### config.mk
export PLATFORM = sky130hd
export DESIGN_NAME = sac_top
export DESIGN_NICKNAME = d
export VERILOG_FILES = /design/src/sac_pkg.sv /design/src/sac_top.sv
export VERILOG_INCLUDE_DIRS = /design/src
export SDC_FILE = /design/constraint.sdc
export NUM_CORES = 1
export LEC_CHECK = 0
export ABC_AREA = 1
export BUFFER_PORTS_ARGS = -buffer_cell sky130_fd_sc_hd__buf_2
export CAP_MARGIN = 40
export CORE_MARGIN = 4
export CORE_UTILIZATION = 58
export DETAILED_ROUTE_END_ITERATION = 10
export GPL_ROUTABILITY_DRIVEN = 0
export PLACE_DENSITY_LB_ADDON = 0.15
export SKIP_CTS_REPAIR_TIMING = 1
export SLEW_MARGIN = 20
export SYNTH_ARGS = -nofsm -noshare
export SYNTH_HDL_FRONTEND = slang
export SYNTH_SLANG_ARGS = --single-unit
### constraint.sdc
create_clock -name ref_clk -period 7.4 [get_ports ref_clk]
set_input_delay 0.37 -clock ref_clk [delete_from_list [all_inputs] [get_ports ref_clk]]
set_output_delay 0.37 -clock ref_clk [all_outputs]
set_load 0.1 [all_outputs]
### src/sac_defines.svh
// register offsets, field positions, reset values and cycle counts of the converter control
`ifndef SAC_DEFINES_SVH
`define SAC_DEFINES_SVH

// register indices; byte address is four times the index
`define SAC_IDX_CTRL_ONE   6'h0E
`define SAC_IDX_CTRL_TWO   6'h0F
`define SAC_IDX_RES_LOW    6'h26
`define SAC_IDX_RES_HIGH   6'h27

// conv_control_one fields
`define SAC_C1_START       7
`define SAC_C1_MODE_HI     6
`define SAC_C1_MODE_LO     5
`define SAC_C1_INDIS       4
`define SAC_C1_CHAN_HI     3
`define SAC_C1_CHAN_LO     0

// conv_control_two fields
`define SAC_C2_TOP_HI      7
`define SAC_C2_TOP_LO      6
`define SAC_C2_LADDER      5
`define SAC_C2_TIME_HI     3
`define SAC_C2_TIME_LO     1

// result_low_flags fields
`define SAC_R2_BIT1        7
`define SAC_R2_BIT0        6
`define SAC_R2_EOC         5
`define SAC_R2_BUSY        4

// reset values
`define SAC_C1_RESET       8'h10
`define SAC_C2_RESET       8'h10
`define SAC_RES_RESET      10'h000

// operating mode codes
`define SAC_MODE_OFF       2'b00
`define SAC_MODE_SINGLE    2'b01
`define SAC_MODE_REPEAT    2'b11

// conversion lengths in oscillator clocks
`define SAC_CYC_39         12'd39
`define SAC_CYC_78         12'd78
`define SAC_CYC_156        12'd156
`define SAC_CYC_312        12'd312
`define SAC_CYC_624        12'd624
`define SAC_CYC_1248       12'd1248
`define SAC_CYC_2096       12'd2096

// ten trials plus sampling; trial length is the conversion length over thirteen
`define SAC_TRIALS         12'd10
`define SAC_TRIAL_DIV      12'd13
`define SAC_MSB_CODE       10'h200
`define SAC_MSB_INDEX      4'd9

`endif

### src/sac_pkg.sv
// types shared by the converter control logic
package sac_pkg;

    typedef enum logic [1:0] {
        SAC_IDLE,
        SAC_SAMPLE,
        SAC_TRIAL
    } sac_phase_t;

    typedef struct packed {
        logic        cyc;
        logic        stb;
        logic        we;
        logic [7:0]  adr;
        logic [3:0]  sel;
        logic [31:0] dat;
    } sac_wb_req_t;

    typedef struct packed {
        logic [9:0] dac_code;
        logic [3:0] channel_select;
        logic       sample_hold;
        logic       ladder_connect;
        logic       analog_input_disable;
    } sac_analog_t;

endpackage

### src/sac_top.sv
// control, timing and result logic of the 10-bit successive-approximation converter
//
// The Wishbone slave port was chosen for this implementation.
`timescale 1ns/1ps
`include "sac_defines.svh"

module sac_top (
    // clock and reset
    input  wire logic                ref_clk,
    input  wire logic                rst_n,
    // wishbone slave
    input  wire sac_pkg::sac_wb_req_t wb_req,
    output logic                     wb_ack_o,
    output logic [31:0]              wb_dat_o,
    // system state
    input  wire logic                standby_req,
    input  wire logic                clock_divider_option,
    // analog front end
    input  wire logic                comparator_i,
    output sac_pkg::sac_analog_t     analog_o,
    // status
    output logic                     conversion_done_irq,
    output logic                     converter_busy_flag,
    output logic                     end_of_conversion_flag
);

    typedef struct packed {
        logic                ack;
        logic [31:0]         rdata;
        logic [7:0]          conv_control_one;
        logic [7:0]          conv_control_two;
        sac_pkg::sac_phase_t phase;
        logic [11:0]         total_cnt;
        logic [11:0]         step_cnt;
        logic [3:0]          bit_idx;
        logic [9:0]          sar;
        logic [9:0]          result;
        logic                eoc;
        logic                busy;
        logic                irq;
        logic                comp_meta;
        logic                comp_sync;
        sac_pkg::sac_analog_t ana;
    } sac_state_t;

    sac_state_t s_q;
    sac_state_t s_d;

    // conversion length for a time code and divider setting
    function automatic logic [11:0] sac_cycles(input logic [2:0] code, input logic div);
        logic [11:0] n;
        n = `SAC_CYC_39;
        if (!div)
        begin
            unique case (code)
                3'h2:    n = `SAC_CYC_78;
                3'h3:    n = `SAC_CYC_156;
                3'h4:    n = `SAC_CYC_312;
                3'h5:    n = `SAC_CYC_624;
                3'h6:    n = `SAC_CYC_1248;
                default: n = `SAC_CYC_39;
            endcase
        end
        else
        begin
            unique case (code)
                3'h2:    n = `SAC_CYC_156;
                3'h3:    n = `SAC_CYC_312;
                3'h4:    n = `SAC_CYC_624;
                3'h5:    n = `SAC_CYC_1248;
                3'h6:    n = `SAC_CYC_2096;
                default: n = `SAC_CYC_39;
            endcase
        end
        return n;
    endfunction

    logic        access;
    logic        wr_strobe;
    logic        rd_strobe;
    logic [5:0]  reg_idx;
    logic [1:0]  new_mode;
    logic [11:0] conv_len;
    logic [11:0] trial_len;
    logic [11:0] sample_len;
    logic        launch;
    logic        abort;
    logic [9:0]  trial_mask;
    logic [9:0]  kept_code;
    logic [31:0] read_mux;

    always_comb
    begin
        s_d = s_q;
        s_d.irq = 1'b0;
        // start bit never holds beyond one cycle
        s_d.conv_control_one[`SAC_C1_START] = 1'b0;

        // comparator is asynchronous to this clock
        s_d.comp_meta = comparator_i;
        s_d.comp_sync = s_q.comp_meta;

        // bus decode; write and read side effects land on the acknowledging edge
        access    = wb_req.cyc & wb_req.stb;
        reg_idx   = wb_req.adr[7:2];
        wr_strobe = access & s_q.ack & wb_req.we & wb_req.sel[0];
        rd_strobe = access & s_q.ack & ~wb_req.we;
        s_d.ack   = access & ~s_q.ack;

        // timing for the current settings
        conv_len   = sac_cycles(s_q.conv_control_two[`SAC_C2_TIME_HI:`SAC_C2_TIME_LO],
                                clock_divider_option);
        // comparator sync takes two clocks, so a trial must span three or more
        trial_len  = conv_len / `SAC_TRIAL_DIV;
        // sampling takes whatever the ten trials leave over
        sample_len = 12'(conv_len - 12'(trial_len * `SAC_TRIALS));

        // register read multiplexer
        read_mux = 32'h0000_0000;
        unique case (reg_idx)
            `SAC_IDX_CTRL_ONE: read_mux[7:0] = s_q.conv_control_one;
            // top two bits carry no storage
            `SAC_IDX_CTRL_TWO: read_mux[7:0] = {2'b00, s_q.conv_control_two[5:0]};
            `SAC_IDX_RES_HIGH: read_mux[7:0] = s_q.result[9:2];
            `SAC_IDX_RES_LOW:
            begin
                read_mux[`SAC_R2_BIT1] = s_q.result[1];
                read_mux[`SAC_R2_BIT0] = s_q.result[0];
                read_mux[`SAC_R2_EOC]  = s_q.eoc;
                read_mux[`SAC_R2_BUSY] = s_q.busy;
                // low nibble has no meaning; reads as zero
                read_mux[3:0]          = 4'h0;
            end
            default:           read_mux = 32'h0000_0000;
        endcase
        if (access & ~s_q.ack)
        begin
            s_d.rdata = read_mux;
        end

        // reading the high result byte clears the end flag
        if (rd_strobe && reg_idx == `SAC_IDX_RES_HIGH)
        begin
            s_d.eoc = 1'b0;
        end

        // control register writes; result registers take no writes
        launch   = 1'b0;
        abort    = 1'b0;
        new_mode = wb_req.dat[`SAC_C1_MODE_HI:`SAC_C1_MODE_LO];
        if (wr_strobe && reg_idx == `SAC_IDX_CTRL_ONE)
        begin
            s_d.conv_control_one = wb_req.dat[7:0];
            if (new_mode == `SAC_MODE_OFF && s_q.phase != sac_pkg::SAC_IDLE)
            begin
                abort = 1'b1;
            end
            // start only from idle and in a running mode; mode 10 starts nothing, but unlike off it aborts nothing
            if (wb_req.dat[`SAC_C1_START] && s_q.phase == sac_pkg::SAC_IDLE &&
                (new_mode == `SAC_MODE_SINGLE || new_mode == `SAC_MODE_REPEAT))
            begin
                launch = 1'b1;
            end
        end
        if (wr_strobe && reg_idx == `SAC_IDX_CTRL_TWO)
        begin
            s_d.conv_control_two = {2'b00, wb_req.dat[5:0]};
        end

        // successive approximation sequence
        trial_mask = 10'(10'h001 << s_q.bit_idx);
        kept_code  = s_q.comp_sync ? s_q.sar : (s_q.sar & ~trial_mask);
        unique case (s_q.phase)
            sac_pkg::SAC_IDLE:
            begin
                s_d.busy = 1'b0;
            end
            sac_pkg::SAC_SAMPLE:
            begin
                s_d.total_cnt = 12'(s_q.total_cnt - 12'd1);
                s_d.step_cnt  = 12'(s_q.step_cnt - 12'd1);
                if (s_q.step_cnt == 12'd0)
                begin
                    s_d.phase    = sac_pkg::SAC_TRIAL;
                    s_d.sar      = `SAC_MSB_CODE;
                    s_d.bit_idx  = `SAC_MSB_INDEX;
                    s_d.step_cnt = 12'(trial_len - 12'd1);
                end
            end
            sac_pkg::SAC_TRIAL:
            begin
                s_d.total_cnt = 12'(s_q.total_cnt - 12'd1);
                s_d.step_cnt  = 12'(s_q.step_cnt - 12'd1);
                if (s_q.step_cnt == 12'd0)
                begin
                    if (s_q.total_cnt == 12'd0)
                    begin
                        // result, flag and interrupt in one edge
                        s_d.result = kept_code;
                        s_d.eoc    = 1'b1;
                        s_d.irq    = 1'b1;
                        if (s_q.conv_control_one[`SAC_C1_MODE_HI:`SAC_C1_MODE_LO] == `SAC_MODE_REPEAT)
                        begin
                            // next conversion begins at once; busy stays high
                            // end flag stays set; a read of the high result byte or standby clears it
                            s_d.phase     = sac_pkg::SAC_SAMPLE;
                            s_d.total_cnt = 12'(conv_len - 12'd1);
                            s_d.step_cnt  = 12'(sample_len - 12'd1);
                            s_d.sar       = 10'h000;
                        end
                        else
                        begin
                            // single shot: busy drops on the completion edge itself
                            s_d.phase = sac_pkg::SAC_IDLE;
                            s_d.busy  = 1'b0;
                        end
                    end
                    else
                    begin
                        s_d.sar      = kept_code | 10'(trial_mask >> 1);
                        s_d.bit_idx  = 4'(s_q.bit_idx - 4'd1);
                        s_d.step_cnt = 12'(trial_len - 12'd1);
                    end
                end
            end
            default:
            begin
                // unused state code falls back to idle
                s_d.phase = sac_pkg::SAC_IDLE;
                s_d.busy  = 1'b0;
            end
        endcase

        // abort discards the partial code
        if (abort)
        begin
            s_d.phase = sac_pkg::SAC_IDLE;
            s_d.busy  = 1'b0;
            s_d.sar   = 10'h000;
            s_d.irq   = 1'b0;
        end

        if (launch)
        begin
            s_d.phase     = sac_pkg::SAC_SAMPLE;
            s_d.total_cnt = 12'(conv_len - 12'd1);
            s_d.step_cnt  = 12'(sample_len - 12'd1);
            s_d.sar       = 10'h000;
            s_d.busy      = 1'b1;
            // old result kept until this conversion completes
            s_d.eoc       = 1'b0;
        end

        // standby: both control registers back to reset and held there
        // the stored result is lost, as is any conversion in flight
        if (standby_req)
        begin
            s_d.conv_control_one = `SAC_C1_RESET;
            s_d.conv_control_two = `SAC_C2_RESET;
            s_d.phase            = sac_pkg::SAC_IDLE;
            s_d.busy             = 1'b0;
            s_d.eoc              = 1'b0;
            s_d.irq              = 1'b0;
            s_d.sar              = 10'h000;
            s_d.result           = `SAC_RES_RESET;
        end

        // registered front-end controls
        s_d.ana.dac_code             = s_d.sar;
        s_d.ana.channel_select       = s_d.conv_control_one[`SAC_C1_CHAN_HI:`SAC_C1_CHAN_LO];
        s_d.ana.analog_input_disable = s_d.conv_control_one[`SAC_C1_INDIS];
        s_d.ana.sample_hold          = (s_d.phase == sac_pkg::SAC_SAMPLE);
        s_d.ana.ladder_connect       = s_d.conv_control_two[`SAC_C2_LADDER] | s_d.busy;
    end

    // single register for all block state
    always_ff @(posedge ref_clk or negedge rst_n)
    begin
        if (!rst_n)
        begin
            s_q.ack                      <= 1'b0;
            s_q.rdata                    <= 32'h0000_0000;
            s_q.conv_control_one         <= `SAC_C1_RESET;
            s_q.conv_control_two         <= `SAC_C2_RESET;
            s_q.phase                    <= sac_pkg::SAC_IDLE;
            s_q.total_cnt                <= 12'h000;
            s_q.step_cnt                 <= 12'h000;
            s_q.bit_idx                  <= 4'h0;
            s_q.sar                      <= 10'h000;
            s_q.result                   <= `SAC_RES_RESET;
            s_q.eoc                      <= 1'b0;
            s_q.busy                     <= 1'b0;
            s_q.irq                      <= 1'b0;
            s_q.comp_meta                <= 1'b0;
            s_q.comp_sync                <= 1'b0;
            s_q.ana.dac_code             <= 10'h000;
            s_q.ana.channel_select       <= 4'h0;
            s_q.ana.sample_hold          <= 1'b0;
            s_q.ana.ladder_connect       <= 1'b0;
            // input buffers start disabled, as control one resets with bit 4 set
            s_q.ana.analog_input_disable <= 1'b1;
        end
        else
        begin
            s_q <= s_d;
        end
    end

    assign wb_ack_o               = s_q.ack;
    assign wb_dat_o               = s_q.rdata;
    assign analog_o               = s_q.ana;
    assign conversion_done_irq    = s_q.irq;
    assign converter_busy_flag    = s_q.busy;
    assign end_of_conversion_flag = s_q.eoc;

endmodule

# After elaboration in Yosys (flattened, before gate mapping)
# Cells that the tools add are included.
# Widths: inputs -> output; s select.
[totals] ff_bits=85 in_bits=52 output_inout_bits=53 word_cells=124
[classes] addsub=7 mul=1 div=1 eq_ne=21 shift=1 muxes=37 n_bitwise=12 n_reduce_logical=23
[ops] cell="$pmux 38 s2" count=1
[ops] cell="$pmux 12 s5" count=1
[ops] cell="$sub 12x1->12 const B" count=5
[ops] cell="$pmux 11 s5" count=1
[ops] cell="$mux 53" count=1
[ops] cell="$mux 26" count=2
[ops] cell="$mux 10" count=5
[ops] cell="$pmux 8 s4" count=1
[ops] cell="$logic_not 12->1" count=2
[ops] cell="$mux 12" count=2
[ops] cell="$mux 24" count=1
[ops] cell="$mux 23" count=1
[ops] cell="$mux 18" count=1
[ops] cell="$mux 8" count=2
[ops] cell="$mux 14" count=1
[ops] cell="$reduce_bool 2->1" count=7
[ops] cell="$mux 13" count=1
[ops] cell="$div 12x4->12 const B" count=1
[ops] cell="$eq 6x4->1 const B" count=2
[ops] cell="$eq 6x6->1 const B" count=2
[ops] cell="$mul 12x3->11 const B" count=1
[ops] cell="$sub 12x12->12" count=1
[ops] cell="$mux 11" count=1
[ops] cell="$and 10x10->10" count=1
[ops] cell="other kinds (26)" count=59

# Depth between registers and ports, before layout
[logic_depth] word_depth=15 ltp_mapped=58 mapped_depth_nobuf=57

# Worst setup path after synthesis
# No wires, ideal clock.
[synth_timing] kind="register -> register" startpoint="register s_q[75] (netlist name)" endpoint="register s_q[57] (netlist name)" setup_ns=0.126 arrival_time_ns=6.521 required_ns=7.274 setup_slack_ns=0.753 stages_incl_launch_ff=52 n_path_buf=1 period_less_slack_ns=6.647 path_cell_list="dfrtp_1 -> nor2_2 -> inv_1 -> nor2_1 -> inv_1 -> nand2_1 -> inv_1 -> nor2_1 -> ha_1 -> nand2_1 -> inv_1 -> nand3_2 -> nand3_1 -> nand2_2 -> o21ai_4 -> nand3_1 -> nand2_2 -> nand2_1 -> [... 16 more ...] -> ha_1 -> ha_1 -> fa_1 -> a21oi_1 -> o21bai_1 -> xor2_1 -> ha_1 -> a21oi_1 -> nand2_1 -> a21oi_1 -> nor2_1 -> nor2_1 -> xnor2_1 -> nand2_1 -> o2111ai_1 -> nand2_1 -> nand3_1 -> o21ai_0"
[synth_between] elab_chain_len=12 word_cells_on_any_way=19 classes_between="add/sub: 3; mul: 1; div: 1; eq/ne: 5; mux: 9"
[synth_lines] element="start, declared" line="sac_top.sv:46" source="sac_state_t s_q;"
[synth_lines] element="$eq 3x3->1 / $eq 3x2->1 (equally long branches)" line="sac_top.sv:55, sac_top.sv:66"
[synth_lines] element="$pmux 11 s5 / $pmux 12 s5 (equally long branches)" line="sac_top.sv:55, sac_top.sv:66"
[synth_lines] element="$mux 12 (*)" line="sac_top.sv:53" source="if (!div)"
[synth_lines] element="$div 12x4->12 (no line)"
[synth_lines] element="$mul 12x3->11 (no line)"
[synth_lines] element="$sub 12x12->12" line="sac_top.sv:116" source="sample_len = 12'(conv_len - 12'(trial_len * `SAC_TRIALS));"
[synth_lines] element="$sub 12x1->12" line="sac_top.sv:208, sac_top.sv:247"
[synth_lines] element="$mux 24" line="sac_top.sv:202" source="if (s_q.conv_control_one[`SAC_C1_MODE_HI:`SAC_C1_MODE_LO] == `SAC_MODE_REPEAT)"
[synth_lines] element="$mux 12" line="sac_top.sv:196" source="if (s_q.total_cnt == 12'd0)"
[synth_lines] element="$mux 53" line="sac_top.sv:194" source="if (s_q.step_cnt == 12'd0)"
[synth_lines] element="$pmux 38 s2" line="sac_top.sv:173" source="unique case (s_q.phase)"
[synth_lines] element="$mux 26 (*)" line="sac_top.sv:243" source="if (launch)"
# Mark *: on every way between the ends. The rest lies on a longest branch, timed or not. The select of a mux whose other input is x is not followed.
# A chain may end at the register's enable or synchronous reset.

# Worst setup path after layout
[layout_timing] startpoint="register s_q[73] (netlist name)" endpoint="register s_q[55] (netlist name)"
# Same word-level chain as after synthesis.

==> metrics.txt <==
outcome finished, final reports clean; Clock transition at path regs 0.08 ns; Final setup viols 0; GR Overflow Total 0; drt initial violations 355; Die W 113.9 um; number of global-route vias before repair 5499; post-route DRC violation count 0; Most common cell on crit path nand2_1; # port buffers 51; worst min-delay path class in -> reg; Period Utilization, post-route 0.9165; Crit. End Element register; Logic pwr share 0.205; detailed placement HPWL 12220 um; Syn Std Cell Area 6504 sq um; number of flops mapped to enable cells by yosys 0; root buf cell clkbuf_8; internal power 0.6849 mW; Hold Fails Final Rpt 0; TritonCTS sink count 80; core box area 10890 sq um; Setup CP Type reg -> reg; Clk pwr share 0.328; Post-Synthesis Cells 907; clock skew 0.01690 ns; NetSw 0.3286 mW; sequential-to-total area share from yosys stat 0.3082; Max Cap Viol 0; Worst Path Required 7.67 ns; Worst-Skew Late Latency 0.37 ns; Slew @ Worst Pin 0.6735 ns; synthesized area per cell 7.171 sq um; Final #Nets 1072; post-route minimum period 6.782 ns; final WL 15710 um; yosys warns 0; Critical path buffers and inverters 7; Power Density 140.8 nW/um^2; routed vias/inst 5.435; initial core utilization 0.5973; Synth Flop Type dfrtp_1; CP max stage delay 0.49 ns; Yosys reg bits 80; via count 6071; Syn-to-layout area delta 10.72%; first-pass GRT wire length 25820 um; sequential cell fraction of total power 0.467; layout cells sized above 1 0.1505; pre-CTS setup slack 0.2618 ns; CP top delay family simple AND/OR/NAND/NOR gates; drt first pass iters 5; setup tns final 0 ns; FMAX 147.4 MHz; Die Ht 113.9 um; htree depth 3; Netlist cell types 50; Pins Over Slew Limit 0; ANT nets after route 0; total track usage 0.2475; Rows 38; largest net degree at the start of global routing 58; slew margin rel. 0.5394; die area 12970 sq um; routed len/inst 14.06 um; startpoint types register; Min Hold Slack 0.1138 ns; Worst IR Drop VDD 167.4 uV; Async SR Flop Fraction 1.000; Net Sw Frac 0.3242; LEAKAGE 3.782 nW; diode count 0; cts bufs inserted 9; initial antenna violation count 0; slowest stage cell, crit path dfrtp_2; Arr. time, crit path 7.05 ns; Crit Path Max Fanout 8; worst setup margin 0.6178 ns; CTS tree built; clock tree buffer depth 2; Ports 105
-- path summary, 6_finish.rpt --
check                      slack, ns  endpoint  cells after the start          from
max in group asynchronous       6.35   s_q[76]                      3         rst_n
setup reg to reg                0.62   s_q[55]                     49       s_q[73]
min in group asynchronous       0.43   s_q[57]                      2         rst_n
hold reg to reg                 0.35   s_q[17]                      0       s_d[17]
setup / recovery                0.62   s_q[55]                     49       s_q[73]
hold / removal                  0.11   s_d[17]                      1  comparator_i
-- power by group through the flow --
stage | logic, mW | clock network, mW | registers [mW]
3_5_place_dp | 0.203 | 0 | 0.481
5_1_grt | 0.230 | 0.360 | 0.476
3_3_place_gp | 0.198 | 0 | 0.481
6_report | 0.208 | 0.333 | 0.473
4_1_cts | 0.204 | 0.341 | 0.473
2_1_floorplan | 0.166 | 0 | 0.480
-- per-layer routing --
| layer | vias up | GRT usage | wire length, um |
|---|---|---|---|
| met1 | 2767 | 0.3550 | 7280 |
| met3 | 33 | 0.04032 | 1144 |
| li1 | 3057 | - | - |
| met4 | 0 | 0.07997 | 307 |
| met5 | - | 0 | 0 |
| met2 | 214 | 0.3844 | 6977 |
-- cells in the mapped netlist, types with 5 or more instances --
library cell	instances	share of area
a21oi_1	52	0.040
a221oi_1	7	0.0094
buf_4	50	0.058
clkbuf_1	9	0.0052
clkinv_1	5	0.0029
dfrtp_1	78	0.30
ha_1	46	0.088
inv_1	120	0.069
inv_2	6	0.0035
nand2_1	154	0.089
nand3_1	42	0.032
nand4_1	6	0.0058
nor2_1	111	0.064
nor3_1	25	0.019
o2111ai_1	5	0.0067
o211ai_1	7	0.0081
o21ai_0	79	0.061
o22ai_1	14	0.013
o31ai_1	5	0.0058
xnor2_1	5	0.0067
xor2_1	30	0.040
-- kinds of logic (layout without fill, tap and decap cells) --
logic type / Yosys count / after routing / synth area share
AOI/OAI and AO/OA: 191 / 191 / 0.1720
and+or+nand+nor: 357 / 357 / 0.2343
adders and majority gates: 48 / 48 / 0.09465
DFF: 80 / 80 / 0.3082
other: 1 / 25 / 0.0005766
buffers and inverters: 195 / 241 / 0.1431
xor gates and xnor gates: 35 / 35 / 0.04713
-- cell usage in the layout, fill, tap and decap left out, drive strengths merged, types with 7 or more instances in the layout --
cell type  count
o211ai         7
nor3          25
inv          128
dfrtp         78
clkinv         7
a21oi         52
nand2        158
clkbuf        10
nand3         45
ha            46
nand4          7
buf           93
xor2          30
conb          25
a221oi         7
nor2         113
o21ai         80
o22ai         14
-- layout make-up --
type | instances | area, sq um
multi-input cells | 656 | 3722
fillers | 973 | 3687
flip-flops and latches | 80 | 2008
repair buffers | 94 | 600.6
inverters | 131 | 491.7
well taps | 140 | 175.2
clock buffers | 10 | 137.6
clock inverters | 6 | 65.06
-- registers in the layout, summed over array words and instances, names as in the netlist --
register	cells
wb_dat_o	8
wb_ack_o	1
end_of_conversion_flag	1
analog_o	15
converter_busy_flag	1
s_q	52
s_d	1
conversion_done_irq	1
-- per-stage QoR --
step,total power [mW],cells,instance area (sq um),util
2_1_floorplan,0.6459,931,6594,-
3_3_place_gp,0.6789,1089,6820,0.6264
3_5_place_dp,0.6841,1090,6848,0.6289
4_1_cts,1.017,1106,7051,0.6476
5_1_grt,1.066,1117,7201,0.6613
6_report,1.014,1117,7201,0.6613
Power figures use the tool's default switching activity.
